--- src/pkg/g1a_pkg.sv ---
// shared constants and types for the group 1 alias register block
package g1a_pkg;
    localparam int        ADDR_W        = 8;
    localparam int        DATA_W        = 32;
    localparam int        BP_W          = 3;
    localparam int        PRIO_W        = 8;
    localparam int        ID_W          = 10;
    localparam int        CPU_W         = 3;
    localparam int        CPU_POS       = 10;
    localparam int        COMMON_SPLIT_SELECT_POS      = 0;

    localparam logic [ADDR_W-1:0] OFF_CTRL      = 8'h00;
    localparam logic [ADDR_W-1:0] OFF_SPLIT     = 8'h08;
    localparam logic [ADDR_W-1:0] OFF_ACK       = 8'h0c;
    localparam logic [ADDR_W-1:0] OFF_ALIAS     = 8'h1c;
    localparam logic [ADDR_W-1:0] OFF_ACK_ALIAS = 8'h20;

    // smallest binary point of the secure copy; alias resets one above it
    localparam logic [BP_W-1:0]   BP_MIN_DEF    = 3'h2;
    localparam logic [BP_W-1:0]   BP_ONE        = 3'h1;
    localparam logic              RST_COMMON_SPLIT_SELECT      = 1'b0;
    localparam logic [ID_W-1:0]   ID_SPURIOUS   = 10'h3ff;
    localparam logic [ID_W-1:0]   ID_SGI_LIMIT  = 10'h010;
    localparam logic [DATA_W-1:0] RD_ZERO       = 32'h0000_0000;

    typedef enum logic [1:0] {
        ST_IDLE = 2'b01,
        ST_DONE = 2'b10
    } g1a_state_t;
endpackage

--- src/g1a_split_map.sv ---
// maps a binary point onto the mask of group priority bits
`timescale 1ns/1ps
module g1a_split_map
    import g1a_pkg::*;
(
    input  wire logic [BP_W-1:0]   binPoint,
    input  wire logic              sepMap,
    output logic      [PRIO_W-1:0] groupMask
);
    // standard: bits [7:bp+1] decide preemption
    // separate: bits [7:bp], with bp 0 treated like bp 1
    logic [BP_W-1:0] lowBit;
    logic [3:0]      stdLow;
    logic [3:0]      effLow;

    assign lowBit = (binPoint == 3'h0) ? BP_ONE : binPoint;
    assign stdLow = {1'b0, binPoint} + 4'h1;
    assign effLow = sepMap ? {1'b0, lowBit} : stdLow;

    generate
        for (genvar i = 0; i < PRIO_W; i++) begin : g_bit
            assign groupMask[i] = (4'(i) >= effLow);
        end
    endgenerate
endmodule

--- src/g1a_ack_port.sv ---
// acknowledge path: builds the returned word and strobes the core
`timescale 1ns/1ps
module g1a_ack_port
    import g1a_pkg::*;
#(
    parameter bit MULTI_CPU = 1'b1
)(
    input  wire logic              ref_clk,
    input  wire logic              rst_b,
    input  wire logic              takeAck,
    input  wire logic              group1Only,
    input  wire logic              sigValid,
    input  wire logic              sigGroup1,
    input  wire logic [ID_W-1:0]   sigId,
    input  wire logic [CPU_W-1:0]  sigCpu,
    output logic      [DATA_W-1:0] ackWord,
    output logic                   ackStrobe,
    output logic      [ID_W-1:0]   ackId
);
    logic            hit;
    logic            isSgi;
    logic [CPU_W-1:0] cpuField;

    // a group 0 interrupt is not visible through the group 1 views
    assign hit      = sigValid && (sigGroup1 || !group1Only);
    assign isSgi    = sigId < ID_SGI_LIMIT;
    assign cpuField = (MULTI_CPU && isSgi) ? sigCpu : 3'h0;
    assign ackWord  = hit ? {19'h0, cpuField, sigId}
                          : {22'h0, ID_SPURIOUS};

    always_ff @(posedge ref_clk or negedge rst_b) begin
        if (!rst_b) begin
            ackStrobe <= 1'b0;
            ackId     <= 10'h000;
        end else begin
            ackStrobe <= takeAck && hit;
            ackId     <= sigId;
        end
    end
endmodule

--- src/g1a_regs.sv ---
// group 1 aliased cpu interface registers behind an avalon-mm slave
//
// Chosen here: the Avalon-MM register port and the register addresses.
`timescale 1ns/1ps
// Function
// - the alias binary point resets to one above the smallest supported value.
// - with security support both aliases answer secure accesses only.
// - with security support the alias and non-secure split register share storage.
// - alias accesses behave the same whatever the common split select bit is.
// - with grouping and common split select set the alias does not steer group 1 preemption.
// - an alias that is not implemented reads zero and ignores writes.
// - the 3-bit binary point splits the 8-bit priority into group and subpriority.
// - group 1 with grouping and common split select uses the separate mapping.
// - the binary point alias exists only in version 2 or version 1 with security.
// - the acknowledge alias exists only in version 2.
// - reading the acknowledge alias returns the signalled group 1 interrupt id.
// - an acknowledge alias read that returns a group 1 interrupt id also acknowledges that interrupt.
// - a secure acknowledge alias access equals a non-secure normal acknowledge.
// - ids sit in bits 9:0 and bits 12:10 carry the requester only for sgis.
module g1a_regs
    import g1a_pkg::*;
#(
    parameter int           VERSION   = 2,
    parameter bit           SEC_EXT   = 1'b1,
    parameter bit           GROUPING  = 1'b1,
    parameter bit           MULTI_CPU = 1'b1,
    parameter logic [2:0]   BP_MIN    = BP_MIN_DEF
)(
    input  wire logic              ref_clk,
    input  wire logic              rst_b,
    input  wire logic [ADDR_W-1:0] address,
    input  wire logic              read,
    input  wire logic              write,
    input  wire logic [DATA_W-1:0] writedata,
    output logic      [DATA_W-1:0] readdata,
    output logic                   waitrequest,
    input  wire logic              secureAccess,
    input  wire logic              sigValid,
    input  wire logic              sigGroup1,
    input  wire logic [ID_W-1:0]   sigId,
    input  wire logic [CPU_W-1:0]  sigCpu,
    output logic                   ackStrobe,
    output logic      [ID_W-1:0]   ackId,
    output logic      [PRIO_W-1:0] group1PreemptMask,
    output logic      [PRIO_W-1:0] group0PreemptMask
);
    localparam logic [BP_W-1:0] ALIAS_RST = BP_MIN + BP_ONE;
    localparam bit ALIAS_PRESENT = (VERSION == 2) || SEC_EXT;
    localparam bit ACK_ALIAS_PRESENT = (VERSION == 2);

    // saturate a written binary point at the floor of its copy
    function automatic logic [BP_W-1:0] clampBp(
        input logic [DATA_W-1:0] data,
        input logic [BP_W-1:0]   floorVal
    );
        logic [BP_W-1:0] field;
        field = data[BP_W-1:0];
        return (field < floorVal) ? floorVal : field;
    endfunction

    g1a_state_t      state_q;
    g1a_state_t      state_d;
    logic [BP_W-1:0] nsBp_q;
    logic [BP_W-1:0] nsBp_d;
    logic [BP_W-1:0] sBp_q;
    logic [BP_W-1:0] sBp_d;
    logic            common_split_select_q;
    logic            common_split_select_d;
    logic [DATA_W-1:0] rdData_q;
    logic [DATA_W-1:0] rdData_d;
    logic [PRIO_W-1:0] g1Mask_q;
    logic [PRIO_W-1:0] g0Mask_q;
    logic            firstCycle_q;

    logic            take;
    logic            takeRd;
    logic            takeWr;
    logic            hitCtrl;
    logic            hitSplit;
    logic            hitAck;
    logic            hitAlias;
    logic            hitAckAlias;
    logic            secView;
    logic            aliasOpen;
    logic            ackAliasOpen;
    logic            splitSecure;
    logic            ctrlWrOk;
    logic            takeAck;
    logic            group1Only;
    logic [DATA_W-1:0] ackWord;
    logic [BP_W-1:0]   splitView;
    logic [BP_W-1:0]   g1Bp;
    logic              g1SepMap;
    logic [PRIO_W-1:0] g1MaskComb;
    logic [PRIO_W-1:0] g0MaskComb;

    // bus handshake: a request is taken in idle and answered one cycle on
    assign take        = (state_q == ST_IDLE) && (read || write);
    assign takeRd      = take && read;
    assign takeWr      = take && write;
    assign waitrequest = (state_q == ST_IDLE) && (read || write);
    assign state_d     = take ? ST_DONE : ST_IDLE;

    assign hitCtrl     = address == OFF_CTRL;
    assign hitSplit    = address == OFF_SPLIT;
    assign hitAck      = address == OFF_ACK;
    assign hitAlias    = address == OFF_ALIAS;
    assign hitAckAlias = address == OFF_ACK_ALIAS;

    // without security extensions every access sees the secure view
    assign secView      = !SEC_EXT || secureAccess;
    assign aliasOpen    = ALIAS_PRESENT && secView;
    assign ackAliasOpen = ACK_ALIAS_PRESENT && secView;
    assign splitSecure  = secView;
    assign ctrlWrOk     = secView;

    // secure alias read is the non-secure normal acknowledge
    assign takeAck    = takeRd && (hitAck || (hitAckAlias && ackAliasOpen));
    assign group1Only = hitAckAlias || (SEC_EXT && !secureAccess);

    assign splitView = splitSecure ? sBp_q : nsBp_q;

    // the alias path ignores common_split_select; only preemption selection looks at it
    always_comb begin
        nsBp_d = nsBp_q;
        if (takeWr && hitAlias && aliasOpen) begin
            nsBp_d = clampBp(writedata, ALIAS_RST);
        end else if (takeWr && hitSplit && !splitSecure) begin
            nsBp_d = clampBp(writedata, ALIAS_RST);
        end
    end

    always_comb begin
        sBp_d = sBp_q;
        if (takeWr && hitSplit && splitSecure) begin
            sBp_d = clampBp(writedata, BP_MIN);
        end
    end

    assign common_split_select_d = (takeWr && hitCtrl && ctrlWrOk) ? writedata[COMMON_SPLIT_SELECT_POS]
                                                     : common_split_select_q;

    always_comb begin
        rdData_d = rdData_q;
        if (takeRd) begin
            rdData_d = RD_ZERO;
            if (hitCtrl) begin
                rdData_d[COMMON_SPLIT_SELECT_POS] = common_split_select_q;
            end else if (hitSplit) begin
                rdData_d[BP_W-1:0] = splitView;
            end else if (hitAlias && aliasOpen) begin
                rdData_d[BP_W-1:0] = nsBp_q;
            end else if (takeAck) begin
                rdData_d = ackWord;
            end
            // closed or missing aliases and unmapped words read zero
        end
    end

    // common_split_select with grouping hands group 1 to the secure copy
    assign g1SepMap = GROUPING && common_split_select_q;
    assign g1Bp     = g1SepMap ? sBp_q : nsBp_q;

    g1a_split_map u_g1_map (
        .binPoint  (g1Bp),
        .sepMap    (g1SepMap),
        .groupMask (g1MaskComb)
    );

    g1a_split_map u_g0_map (
        .binPoint  (sBp_q),
        .sepMap    (1'b0),
        .groupMask (g0MaskComb)
    );

    g1a_ack_port #(
        .MULTI_CPU (MULTI_CPU)
    ) u_ack (
        .ref_clk    (ref_clk),
        .rst_b      (rst_b),
        .takeAck    (takeAck),
        .group1Only (group1Only),
        .sigValid   (sigValid),
        .sigGroup1  (sigGroup1),
        .sigId      (sigId),
        .sigCpu     (sigCpu),
        .ackWord    (ackWord),
        .ackStrobe  (ackStrobe),
        .ackId      (ackId)
    );

    always_ff @(posedge ref_clk or negedge rst_b) begin
        if (!rst_b) begin
            state_q  <= ST_IDLE;
            nsBp_q   <= ALIAS_RST;
            sBp_q    <= BP_MIN;
            common_split_select_q   <= RST_COMMON_SPLIT_SELECT;
            rdData_q <= RD_ZERO;
        end else begin
            state_q  <= state_d;
            nsBp_q   <= nsBp_d;
            sBp_q    <= sBp_d;
            common_split_select_q   <= common_split_select_d;
            rdData_q <= rdData_d;
        end
    end

    // masks are registered so preemption sees a glitch-free split
    always_ff @(posedge ref_clk or negedge rst_b) begin
        if (!rst_b) begin
            g1Mask_q     <= 8'h00;
            g0Mask_q     <= 8'h00;
            firstCycle_q <= 1'b1;
        end else begin
            g1Mask_q     <= g1MaskComb;
            g0Mask_q     <= g0MaskComb;
            firstCycle_q <= 1'b0;
        end
    end

    assign readdata          = rdData_q;
    assign group1PreemptMask = g1Mask_q;
    assign group0PreemptMask = g0Mask_q;

    property p_alias_reset;
        @(posedge ref_clk) disable iff (!rst_b)
        firstCycle_q |-> (nsBp_q == ALIAS_RST) && (nsBp_q >= BP_ONE)
                         && (nsBp_q <= 3'h4);
    endproperty
    a_alias_reset: assert property (p_alias_reset)
        else $error("alias binary point reset value wrong");

    property p_ns_alias_blocked;
        @(posedge ref_clk) disable iff (!rst_b)
        (takeWr && hitAlias && SEC_EXT && !secureAccess)
            |=> $stable(nsBp_q) ##1 (readdata == RD_ZERO || !$past(read));
    endproperty
    a_ns_alias_blocked: assert property (p_ns_alias_blocked)
        else $error("non-secure access changed the alias");

    property p_shared_store;
        @(posedge ref_clk) disable iff (!rst_b)
        (takeWr && hitAlias && aliasOpen)
            |=> nsBp_q == clampBp($past(writedata), ALIAS_RST);
    endproperty
    a_shared_store: assert property (p_shared_store)
        else $error("alias write not stored in shared copy");

    property p_ns_split_sees_alias;
        @(posedge ref_clk) disable iff (!rst_b)
        (takeRd && hitSplit && !splitSecure)
            |=> readdata == {29'h0, $past(nsBp_q)};
    endproperty
    a_ns_split_sees_alias: assert property (p_ns_split_sees_alias)
        else $error("non-secure split view differs from alias storage");

    property p_alias_read_common_split_select_free;
        @(posedge ref_clk) disable iff (!rst_b)
        (takeRd && hitAlias && aliasOpen)
            |=> readdata == {29'h0, $past(nsBp_q)};
    endproperty
    a_alias_read_common_split_select_free: assert property (p_alias_read_common_split_select_free)
        else $error("alias read depends on more than its storage");

    property p_common_split_select_isolates;
        @(posedge ref_clk) disable iff (!rst_b)
        (GROUPING && common_split_select_q && $stable(common_split_select_q) && $stable(sBp_q))
            |=> $stable(group1PreemptMask);
    endproperty
    a_common_split_select_isolates: assert property (p_common_split_select_isolates)
        else $error("alias steered group 1 preemption under common_split_select");

    property p_absent_raz;
        @(posedge ref_clk) disable iff (!rst_b)
        (takeRd && ((hitAlias && !aliasOpen) || (hitAckAlias && !ackAliasOpen)))
            |=> (readdata == RD_ZERO) && !ackStrobe;
    endproperty
    a_absent_raz: assert property (p_absent_raz)
        else $error("closed alias did not read zero");

    property p_split_map;
        @(posedge ref_clk) disable iff (!rst_b)
        (!common_split_select_q && $stable(nsBp_q) && $stable(common_split_select_q))
            |=> group1PreemptMask
                == (8'hff << ({1'b0, $past(nsBp_q)} + 4'h1));
    endproperty
    a_split_map: assert property (p_split_map)
        else $error("standard group priority mask wrong");

    property p_ack_id;
        @(posedge ref_clk) disable iff (!rst_b)
        (takeRd && hitAckAlias && ackAliasOpen && sigValid && sigGroup1)
            |=> readdata[ID_W-1:0] == $past(sigId) && ackStrobe
                && ackId == $past(sigId) ##1 !ackStrobe;
    endproperty
    a_ack_id: assert property (p_ack_id)
        else $error("acknowledge alias did not return and ack the id");

    property p_ack_no_group0;
        @(posedge ref_clk) disable iff (!rst_b)
        (takeRd && hitAckAlias && !(sigValid && sigGroup1))
            |=> readdata[ID_W-1:0] != $past(sigId) || !ackStrobe;
    endproperty
    a_ack_no_group0: assert property (p_ack_no_group0)
        else $error("acknowledge alias acked a non group 1 interrupt");

    property p_cpu_field;
        @(posedge ref_clk) disable iff (!rst_b)
        (takeAck && sigValid && sigId >= ID_SGI_LIMIT)
            |=> readdata[12:10] == 3'h0;
    endproperty
    a_cpu_field: assert property (p_cpu_field)
        else $error("requester field set for a non-sgi");

    property p_alias_reserved;
        @(posedge ref_clk) disable iff (!rst_b)
        (takeRd && (hitAlias || hitSplit)) |=> readdata[31:3] == 29'h0;
    endproperty
    a_alias_reserved: assert property (p_alias_reserved)
        else $error("reserved alias bits read nonzero");

    property p_answer_time;
        @(posedge ref_clk) disable iff (!rst_b)
        take |-> waitrequest ##1 !waitrequest;
    endproperty
    a_answer_time: assert property (p_answer_time)
        else $error("bus answer not one cycle after take");
endmodule

--- config.mk ---
export PLATFORM = sky130hd
export DESIGN_NAME = g1a_regs
export DESIGN_NICKNAME = d
export VERILOG_FILES = /design/src/pkg/g1a_pkg.sv /design/src/g1a_split_map.sv /design/src/g1a_ack_port.sv /design/src/g1a_regs.sv
export SDC_FILE = /design/constraint.sdc
export NUM_CORES = 1
export LEC_CHECK = 0
export ABC_AREA = 1
export BUFFER_PORTS_ARGS = -buffer_cell sky130_fd_sc_hd__clkbuf_2
export CELL_PAD_IN_SITES_DETAIL_PLACEMENT = 0
export CELL_PAD_IN_SITES_GLOBAL_PLACEMENT = 2
export CORE_MARGIN = 8
export CORE_UTILIZATION = 25
export CTS_BUF_LIST = sky130_fd_sc_hd__clkbuf_8
export CTS_CLUSTER_DIAMETER = 50
export DETAILED_ROUTE_END_ITERATION = 16
export PLACE_DENSITY = 0.9
export SETUP_SLACK_MARGIN = 0.2
export SLEW_MARGIN = 5
export SYNTH_ARGS = -nofsm -noshare
export SYNTH_HDL_FRONTEND = slang
export SYNTH_SLANG_ARGS = --single-unit
--- constraint.sdc ---
create_clock -name ref_clk -period 2.2 [get_ports ref_clk]
set_clock_uncertainty 0.2 [all_clocks]
set_input_delay 0.33 -clock ref_clk [delete_from_list [all_inputs] [get_ports ref_clk]]
set_output_delay 0.33 -clock ref_clk [all_outputs]
set_load 0.1 [all_outputs]
==> results of run 1 <==
[registers in the layout (all words and copies together) (netlist names)]
signal,flops
common_split_select_q,1
nsBp_q,3
sBp_q,3
state_q,2
readdata,13
group1PreemptMask,8
u_ack.ackStrobe,1
group0PreemptMask,8
u_ack.ackId,10
[timing repair]
action,CTS,global route
hold buffers,11,0
gates resized for setup,5,9
endpoints found under the hold margin,21,0
setup endpoints to repair,5,8
setup buffers,0,5
pin swaps,0,9
[power by group]
| part | switching, µW | internal [µW] | total [µW] |
|---|---|---|---|
| Combinational | 628 | 138 | 766 |
| Clock | 287 | 333 | 620 |
| Sequential | 21.3 | 956 | 977 |
[cell usage in the layout (no fill, tap or decap), types with 2 or more instances in the layout]
| master | synthesis | final |
|---|---|---|
| clkbuf_8 | 0 | 5 |
| nor2_2 | 2 | 3 |
| dlygate4sd3_1 | 0 | 11 |
| inv_1 | 38 | 35 |
| dfstp_2 | 4 | 4 |
| a21oi_4 | 2 | 3 |
| a21oi_2 | 2 | 4 |
| buf_4 | 20 | 11 |
| inv_2 | 3 | 7 |
| conb_1 | 1 | 19 |
| nor3_4 | 2 | 2 |
| nand3_1 | 15 | 12 |
| nand2_2 | 1 | 4 |
| o21ai_2 | 1 | 2 |
| a31oi_1 | 2 | 2 |
| dfrtp_1 | 45 | 44 |
| nor2_1 | 12 | 11 |
| nand3_2 | 2 | 5 |
| nand2_1 | 70 | 67 |
| ha_1 | 4 | 3 |
| o21ai_0 | 22 | 20 |
| clkbuf_2 | 0 | 70 |
[per-layer routing]
metal  GRT usage (%)  vias up  wire length (µm)
met5               0        -                 0
met4            3.15        0                44
met3            3.27        2               436
met2            15.7       51              2730
met1            10.4      873              2440
li1                -      966                 -
[kinds of logic (layout without fill, tap and decap cells)]
group | after synthesis | count (layout)
simple gates | 108 | 108
buf+inv | 63 | 142
flops | 49 | 49
compound gates | 35 | 35
fa+ha+maj | 4 | 4
xor+xnor | 2 | 2
other cells | 1 | 19
[through the flow]
step                      hold WS [ns]  power, µW  util [%]  worst slack, ns  instance area, µm²
after global routing            0.0274       2480      33.8            0.191                3080
after global placement          0.0428       1730      30.7            0.202                2800
after floorplan                 -0.166       1610         -            0.196                2410
after CTS                       0.0183       2390      33.2            0.211                3020
after detailed placement        0.0399       1740      30.7            0.167                2800
final                           0.0239       2360      33.8            0.268                3080
[critical path, cell delays in order, from the launching register on]
cell	delay (ns)
dfstp_2	0.54
nand2_2	0.07
a21oi_4	0.14
clkbuf_4	0.36
[layout make-up]
cell class / count / share of cell area [%]
repair buffers: 93 / 17.9
clock buffers: 5 / 2.23
multi-input cells: 168 / 29.1
flip-flops and latches: 49 / 40.0
inverters: 41 / 5.00
clock inverters: 3 / 1.26
well taps: 111 / 4.51
[worst max path at each step]
stage | depth (start not counted) | startpoint | slack, ns | endpoint
final | 3 | state_q[0] | 0.27 | waitrequest
after global routing | 10 | nsBp_q[0] | 0.19 | group1PreemptMask[0]
after CTS | 10 | nsBp_q[0] | 0.21 | group1PreemptMask[0]
after detailed placement | 10 | nsBp_q[0] | 0.17 | group1PreemptMask[2]
after global placement | 10 | nsBp_q[0] | 0.20 | group1PreemptMask[0]
after floorplan | 8 | state_q[0] | 0.20 | nsBp_q[0]
==> run metrics, run 1 <==
outcome completed; leak pwr 0.00162 µW; Routed WL 5660 µm; Row Count 35; cell with the most instances after synthesis nand2_1; synthesized area per cell 8.83 µm²; Post-Layout Cell Count 470; Hold Crit Start sigCpu[0]; TNS Setup 0 ns; Yosys top cell by area dfrtp_1; post-synthesis sequential area ratio 53.2%; antenna violations before repair 0; Final Max Tran Viols 0; initial drt markers 49; Rel. slew slack 62.2%; CTS tree done; mux cell area share after synthesis 0%; Root Buffer clkbuf_8; Max Cap Violations 0; hold depth 3; Hold Fails Final Rpt 0; sequential cell area 1230 µm²; largest family of logic cells by synthesized area simple AND/OR/NAND/NOR gates; H-tree depth 2; WL/cell 12.0 µm; Ports 120; f_max 0.517 GHz; layout cell share with drive strength beyond 1 35.9%; gr usage total 9.21%; Core Region 9110 µm²; Period minus WS final 1.93 ns; main flop type after synthesis dfrtp_1; largest net degree at the start of global routing 23; number of flops mapped to enable cells by yosys 0; Worst R2R Setup Slack 0.27 ns; # fillers 963; Clock transition at path regs 0.09 ns; Crit Path Class flop to primary output; Mapped Area 2310 µm²; Multi-input gate area 897 µm²; DRC violations left 0; Max IR drop VDD 317 µV; DRT Pass-1 Iters 4; P&R area growth vs syn 33.1%; placed insts 446; detailed placement HPWL 4490 µm; Netlist cell types 28; Synth Area in Adders 2.16%; setup violators final 0; width of the die 112 µm; ANT cells 0; final net count 422; maximum root-to-sink buffer count 2; FF+latch count, synth 49; Hold EP readdata[10]; top cells by area, synth dfrtp_1, nand2_1, buf_4; Crit. End Element primary output; Placer Congestion 0.758; number of port buffers 71; vias in the first global route 2017; clk sinks 49; Arrival @ worst endpoint 1.40 ns; Worst R2R End group1PreemptMask[4]; Warnings, synthesis 0; pwr dens 767 nW/µm²; post-synthesis xor/xnor area fraction 0.757%; asr flop ratio synth 100%; Setup crit start kind flop; hold crit path type primary input to flop; via count 1892; GRT overflow 0; crit-path max FO 4; Initial Utilization 25.4%; Yosys top cell area share 48.6%; CP required 1.67 ns; RR Startpoint nsBp_q[0]; Die Footprint 12600 µm²; top post-synthesis cells by count nand2_1, dfrtp_1, inv_1, o21ai_0, buf_4; Post-Synthesis Cells 262; antenna viol nets, final 0; Die Ht 112 µm; RSZ-0062 raised after global routing true; worst-margin pin slew 0.570 ns; via-per-instance ratio 4.03; CTS Buf Count 5; clk_lat worst skew 0.29 ns; Final Cycle Share 87.8%; post-synthesis compound-gate area fraction 9.41%; global-route wire length before repair 9550 µm; reg2reg path depth 9; simple-gate share of the synthesized area 20.9%
(Power assumes the default switching activity.)
==> run 2: changes to the inputs <==
==> constraint.sdc (replaced) <==
create_clock -name ref_clk -period 2 [get_ports ref_clk]
set_clock_uncertainty 0.2 [all_clocks]
set_input_delay 0.3 -clock ref_clk [delete_from_list [all_inputs] [get_ports ref_clk]]
set_output_delay 0.3 -clock ref_clk [all_outputs]
set_load 0.1 [all_outputs]
==> run metrics, run 2 (synthesis results as in run 1) <==
leak pwr 0.00167 µW (was 0.00162 µW); TNS Setup 0 ns (unchanged); worst-margin pin slew 0.563 ns (was 0.570 ns); setup violators final 0 (unchanged); Hold Fails Final Rpt 0 (unchanged); Max Cap Violations 0 (unchanged); maximum root-to-sink buffer count 2 (unchanged); Final Max Tran Viols 0 (unchanged); clk sinks 49 (unchanged); RSZ-0062 raised after global routing true (unchanged); DRC violations left 0 (unchanged); DRT Pass-1 Iters 4 (unchanged); Multi-input gate area 973 µm² (was 897 µm²); crit-path max FO 4 (unchanged); f_max 0.535 GHz; hold crit path type primary input to flop (unchanged); antenna violations before repair 0 (unchanged); layout cell share with drive strength beyond 1 38.1% (was 35.9%); Period minus WS final 1.87 ns; CTS Buf Count 5 (unchanged); Crit Path Class flop to flop (was flop to primary output); global-route wire length before repair 9690 µm (was 9550 µm); Rel. slew slack 62.6% (was 62.2%); # fillers 965 (was 963); via-per-instance ratio 4.12 (was 4.03); largest net degree at the start of global routing 31 (was 23); max reg flops 13 (unchanged); WL/cell 12.1 µm (was 12.0 µm); GRT overflow 0 (unchanged); Ports 120 (unchanged); outcome completed (unchanged); Cell Area, Placed 2840 µm² (was 2800 µm²); Routed WL 5780 µm (was 5660 µm); final net count 430 (was 422); Final Cycle Share 93.4%; Overall Power 2660 µW (was 2360 µW); Clock transition at path regs 0.09 ns (about the same); Root Buffer clkbuf_8 (unchanged); commonest non-fill, non-tap cell in the layout clkbuf_2 (unchanged); initial drt markers 43 (was 49); gr usage total 9.49% (was 9.21%); sequential cell area 1230 µm² (about the same); Setup crit start kind flop (unchanged); most frequent cells in the layout clkbuf_2, nand2_1, dfrtp_1 (unchanged); Core Region 9110 µm² (unchanged); clk_lat worst skew 0.30 ns (was 0.29 ns); CTS tree done (unchanged); Arrival @ worst endpoint 1.86 ns (was 1.40 ns); Max IR drop VDD 807 µV (was 317 µV); Finished Cell Area 3250 µm² (was 3080 µm²); via count 1970 (was 1892); H-tree depth 2 (unchanged); P&R area growth vs syn 40.5% (was 33.1%); ANT cells 0 (unchanged); antenna viol nets, final 0 (unchanged); Initial Utilization 25.4% (unchanged); vias in the first global route 2023 (was 2017); number of port buffers 71 (unchanged); Die Footprint 12600 µm² (unchanged); CP required 1.99 ns (was 1.67 ns); pwr dens 817 nW/µm² (was 767 nW/µm²); Crit. End Element flop (was primary output); detailed placement HPWL 4480 µm (was 4490 µm); width of the die 112 µm (unchanged); Die Ht 112 µm (unchanged); Row Count 35 (unchanged); Placer Congestion 0.734 (was 0.758)
==> run 2: changes by cell type in the layout (fill, tap and decap cells not counted), moves of 2 or more <==
cell           change
buf_12             +2
buf_6              +4
dlygate4sd3_1      +2
nand2_1            -2
nand2_4            +2
nand3_2            -3
nand3_4            +3
nor2_4             +2
o21ai_0            -6
o21ai_1            +6
==> run 2: worst max-delay path: stages (launching register included) <==
cell,delay (ns)
dfrtp_1,0.43
nand2_1,0.09
inv_2,0.06
a21oi_4,0.11
inv_1,0.07
ha_2,0.19
xnor2_2,0.13
nand2_2,0.08
a21oi_4,0.07
buf_4,0.13
a31o_2,0.20
==> run 2: final cells by class <==
cell class | count | share of cell area (%)
clock buffer | 6 | 2.54
clock inverter | 2 | 0.423
inverter | 41 | 4.81
multi-input combinational | 168 | 29.9
sequential | 49 | 37.9
tap | 111 | 4.27
timing repair buffer | 101 | 20.2
==> run 2: worst paths after layout <==
kind	start	to	slack [ns]	cells past startpoint
min	writedata[2]	nsBp_q[2]	0.02	3
max	common_split_select_q	group1PreemptMask[4]	0.13	10
min in group asynchronous	rst_b	readdata[11]	0.32	2
max reg2reg	common_split_select_q	group1PreemptMask[4]	0.13	10
max in group asynchronous	rst_b	group1PreemptMask[3]	0.73	3
min reg2reg	readdata[1]	readdata[1]	0.29	2
==> run 2: timing repair <==
action                     in CTS  in global routing
cloned                          0                  0
hold endpoints to repair       27                  0
resized for setup              12                 16
setup endpoints to repair       8                 17
hold buffers                   13                  0
setup buffers                   7                  3
pin swaps                       4                  7
==> run 2: layer usage <==
metal | part of all wire, % | track usage (%) | vias up
li1 | - | - | 988
met1 | 44 | 10.7 | 921
met2 | 49 | 16.4 | 55
met3 | 6.5 | 3.70 | 6
met4 | 0.99 | 2.43 | 0
met5 | 0 | 0 | -
==> run 2: where the power goes <==
part           switching, µW  leakage [µW]  internal [µW]
sequential              24.5      0.000567           1050
clock                    334     0.0000512            281
combinational            734       0.00105            232
total                   1090       0.00167           1560
==> run 2: metrics by stage <==
| stage | hold WS [ns] | utilization [%] | cells | setup slack, ns |
|---|---|---|---|---|
| floorplan | -0.196 | - | 280 | 0.0160 |
| global route | 0.0184 | 35.7 | 478 | 0.0450 |
| CTS | 0.0203 | 34.7 | 475 | 0.142 |
| detailed placement | 0.107 | 31.2 | 447 | 0.0645 |
| finish | 0.0229 | 35.7 | 478 | 0.132 |
| global placement | 0.105 | 31.2 | 447 | 0.113 |
==> run 3: changes to the inputs <==
--- a/config.mk
+++ b/config.mk
@@ -14,6 +14,7 @@
 export CTS_BUF_LIST = sky130_fd_sc_hd__clkbuf_8
 export CTS_CLUSTER_DIAMETER = 50
 export DETAILED_ROUTE_END_ITERATION = 16
+export GPL_TIMING_DRIVEN = 0
 export PLACE_DENSITY = 0.9
 export SETUP_SLACK_MARGIN = 0.2
 export SLEW_MARGIN = 5
==> run metrics, run 3 (synthesis results as in run 1) <==
width of the die 112 µm (unchanged); GRT overflow 0 (unchanged); sequential share of power 40.9% (was 40.5%); number of port buffers 71 (unchanged); Max IR drop VDD 493 µV (was 807 µV); via-per-instance ratio 4.00 (was 4.12); Setup crit start kind flop (unchanged); Cell Area, Placed 2920 µm² (was 2840 µm²); fin util 36.4% (was 35.7%); max reg flops 13 (unchanged); leak pwr 0.00175 µW (was 0.00167 µW); Finished Cell Area 3320 µm² (was 3250 µm²); largest net degree at the start of global routing 50 (was 31); Period minus WS final 1.82 ns (was 1.87 ns); crit path launch nsBp_q[0] (was common_split_select_q); Hold Fails Final Rpt 0 (unchanged); outcome completed (unchanged); Die Footprint 12600 µm² (unchanged); RR Startpoint nsBp_q[0] (was common_split_select_q); RSZ-0062 raised after global routing true (unchanged); Row Count 35 (unchanged); Final Cycle Share 91.1% (was 93.4%); GR Util met2 17.1% (was 16.4%); combinational share of power 35.7% (was 36.4%); Post-Layout Cell Count 496 (was 478); DRC violations left 0 (unchanged); f_max 0.549 GHz (was 0.535 GHz); clk_lat worst skew 0.30 ns (about the same); Initial Utilization 25.4% (unchanged); Arrival @ worst endpoint 1.86 ns (about the same); TNS Setup 0 ns (unchanged); H-tree depth 2 (unchanged); WL/cell 12.0 µm (was 12.1 µm); most frequent cells in the layout clkbuf_2, nand2_1, dfrtp_1 (unchanged); Ports 120 (unchanged); initial drt markers 50 (was 43); final net count 448 (was 430); Max Cap Violations 0 (unchanged); placed insts 462 (was 447); vias in the first global route 2128 (was 2023); P&R area growth vs syn 43.2% (was 40.5%); Top Usage Layer GRT met2 (unchanged); detailed placement HPWL 4500 µm (was 4480 µm); GR Util met3 4.08% (was 3.70%); Clock transition at path regs 0.10 ns (was 0.09 ns); antenna viol nets, final 0 (unchanged); Die Ht 112 µm (unchanged); switching power 1090 µW (about the same); Placer Congestion 0.748 (was 0.734); clk sinks 49 (unchanged); CTS tree done (unchanged); global-route wire length before repair 9940 µm (was 9690 µm); ANT cells 0 (unchanged); Root Buffer clkbuf_8 (unchanged); hold crit path type primary input to flop (unchanged); setup violators final 0 (unchanged); maximum root-to-sink buffer count 2 (unchanged); worst setup margin 0.178 ns (was 0.132 ns); antenna violations before repair 0 (unchanged); Crit Path Class flop to flop (unchanged); grt met1 use 10.4% (was 10.7%); via count 1984 (was 1970); sw frac 41.2% (was 41.1%); layout cell share with drive strength beyond 1 39.7% (was 38.1%); worst-margin pin slew 0.563 ns (about the same); CP required 2.04 ns (was 1.99 ns); Pint 1550 µW (was 1560 µW); gr usage total 9.63% (was 9.49%); Core Region 9110 µm² (unchanged); pre-CTS setup slack 0.0395 ns (was 0.0645 ns); pwr dens 795 nW/µm² (was 817 nW/µm²); Final Max Tran Viols 0 (unchanged); DRT Pass-1 Iters 4 (unchanged); CTS Buf Count 5 (unchanged); Rel. slew slack 62.6% (about the same); crit-path max FO 5 (was 4); Hold Crit Start writedata[2] (unchanged); commonest non-fill, non-tap cell in the layout clkbuf_2 (unchanged); Crit. End Element flop (unchanged); Clock power frac 23.5% (was 23.1%); Routed WL 5930 µm (was 5780 µm)
[run 3: changes by cell type in the layout (fill, tap and decap cells not counted), moves of 3 or more]
cell     previous run  this run
buf_4              12        30
nand3_4             3         0
o21ai_1             7         4
o21ai_0            14        17
nand3_2             2         5
nand2_1            65        68
[run 3: power by group through the flow]
stage               sequential [µW]  clock, µW  combinational [µW]
finish                         1080        618                 940
global route                   1080        684                 996
CTS                            1070        652                 895
detailed placement             1100          0                 838
global placement               1090          0                 834
floorplan                      1330          0                 445
[run 3: stage by stage]
stage	hold slack, ns	total power [µW]
2_1_floorplan	-0.196	1770
3_3_place_gp	0.227	1930
3_5_place_dp	0.233	1930
4_1_cts	0.0142	2620
5_1_grt	0.0403	2760
6_report	0.0359	2640
[run 3: path summary, 6_finish.rpt]
kind                                         to  slack, ns  cells after the start
max                        group1PreemptMask[0]       0.18                     10
min reg2reg                         readdata[5]       0.29                      2
max reg2reg                group1PreemptMask[0]       0.18                     10
min                                   nsBp_q[2]       0.04                      3
min in group asynchronous        u_ack.ackId[0]       0.20                      2
max in group asynchronous             nsBp_q[1]       0.84                      3
[run 3: metal layers]
layer / routed length, µm / vias up
met2: 2890 / 67
met5: 0 / -
met3: 473 / 4
li1: - / 1020
met4: 54 / 0
met1: 2510 / 893
[run 3: cell type report]
cell class | instances | area, µm²
Clock buffer | 6 | 82.6
Fill cell | 967 | 5790
Multi-Input combinational cell | 168 | 918
Timing Repair Buffer | 97 | 618
Buffer | 22 | 158
Inverter | 41 | 154
Tap cell | 111 | 139
Clock inverter | 2 | 13.8
Sequential cell | 49 | 1230
[run 3: critical path: stages (launching register included)]
cell and delay, ns:
dfstp_2 0.55, inv_2 0.05, nor2_4 0.07, inv_2 0.04, o21ai_2 0.06, ha_2 0.19, xnor2_1 0.11, nand2_1 0.10
a21oi_4 0.20, nand2_2 0.09, a21oi_2 0.10
[run 3: what timing repair did]
item                                    4_1_cts  5_1_grt
gates resized for setup                      11        8
hold buffers                                 12        1
pin swaps                                     4        8
endpoints found under the hold margin        12       19
endpoints found under the setup margin       14       13
setup buffers                                 9        3
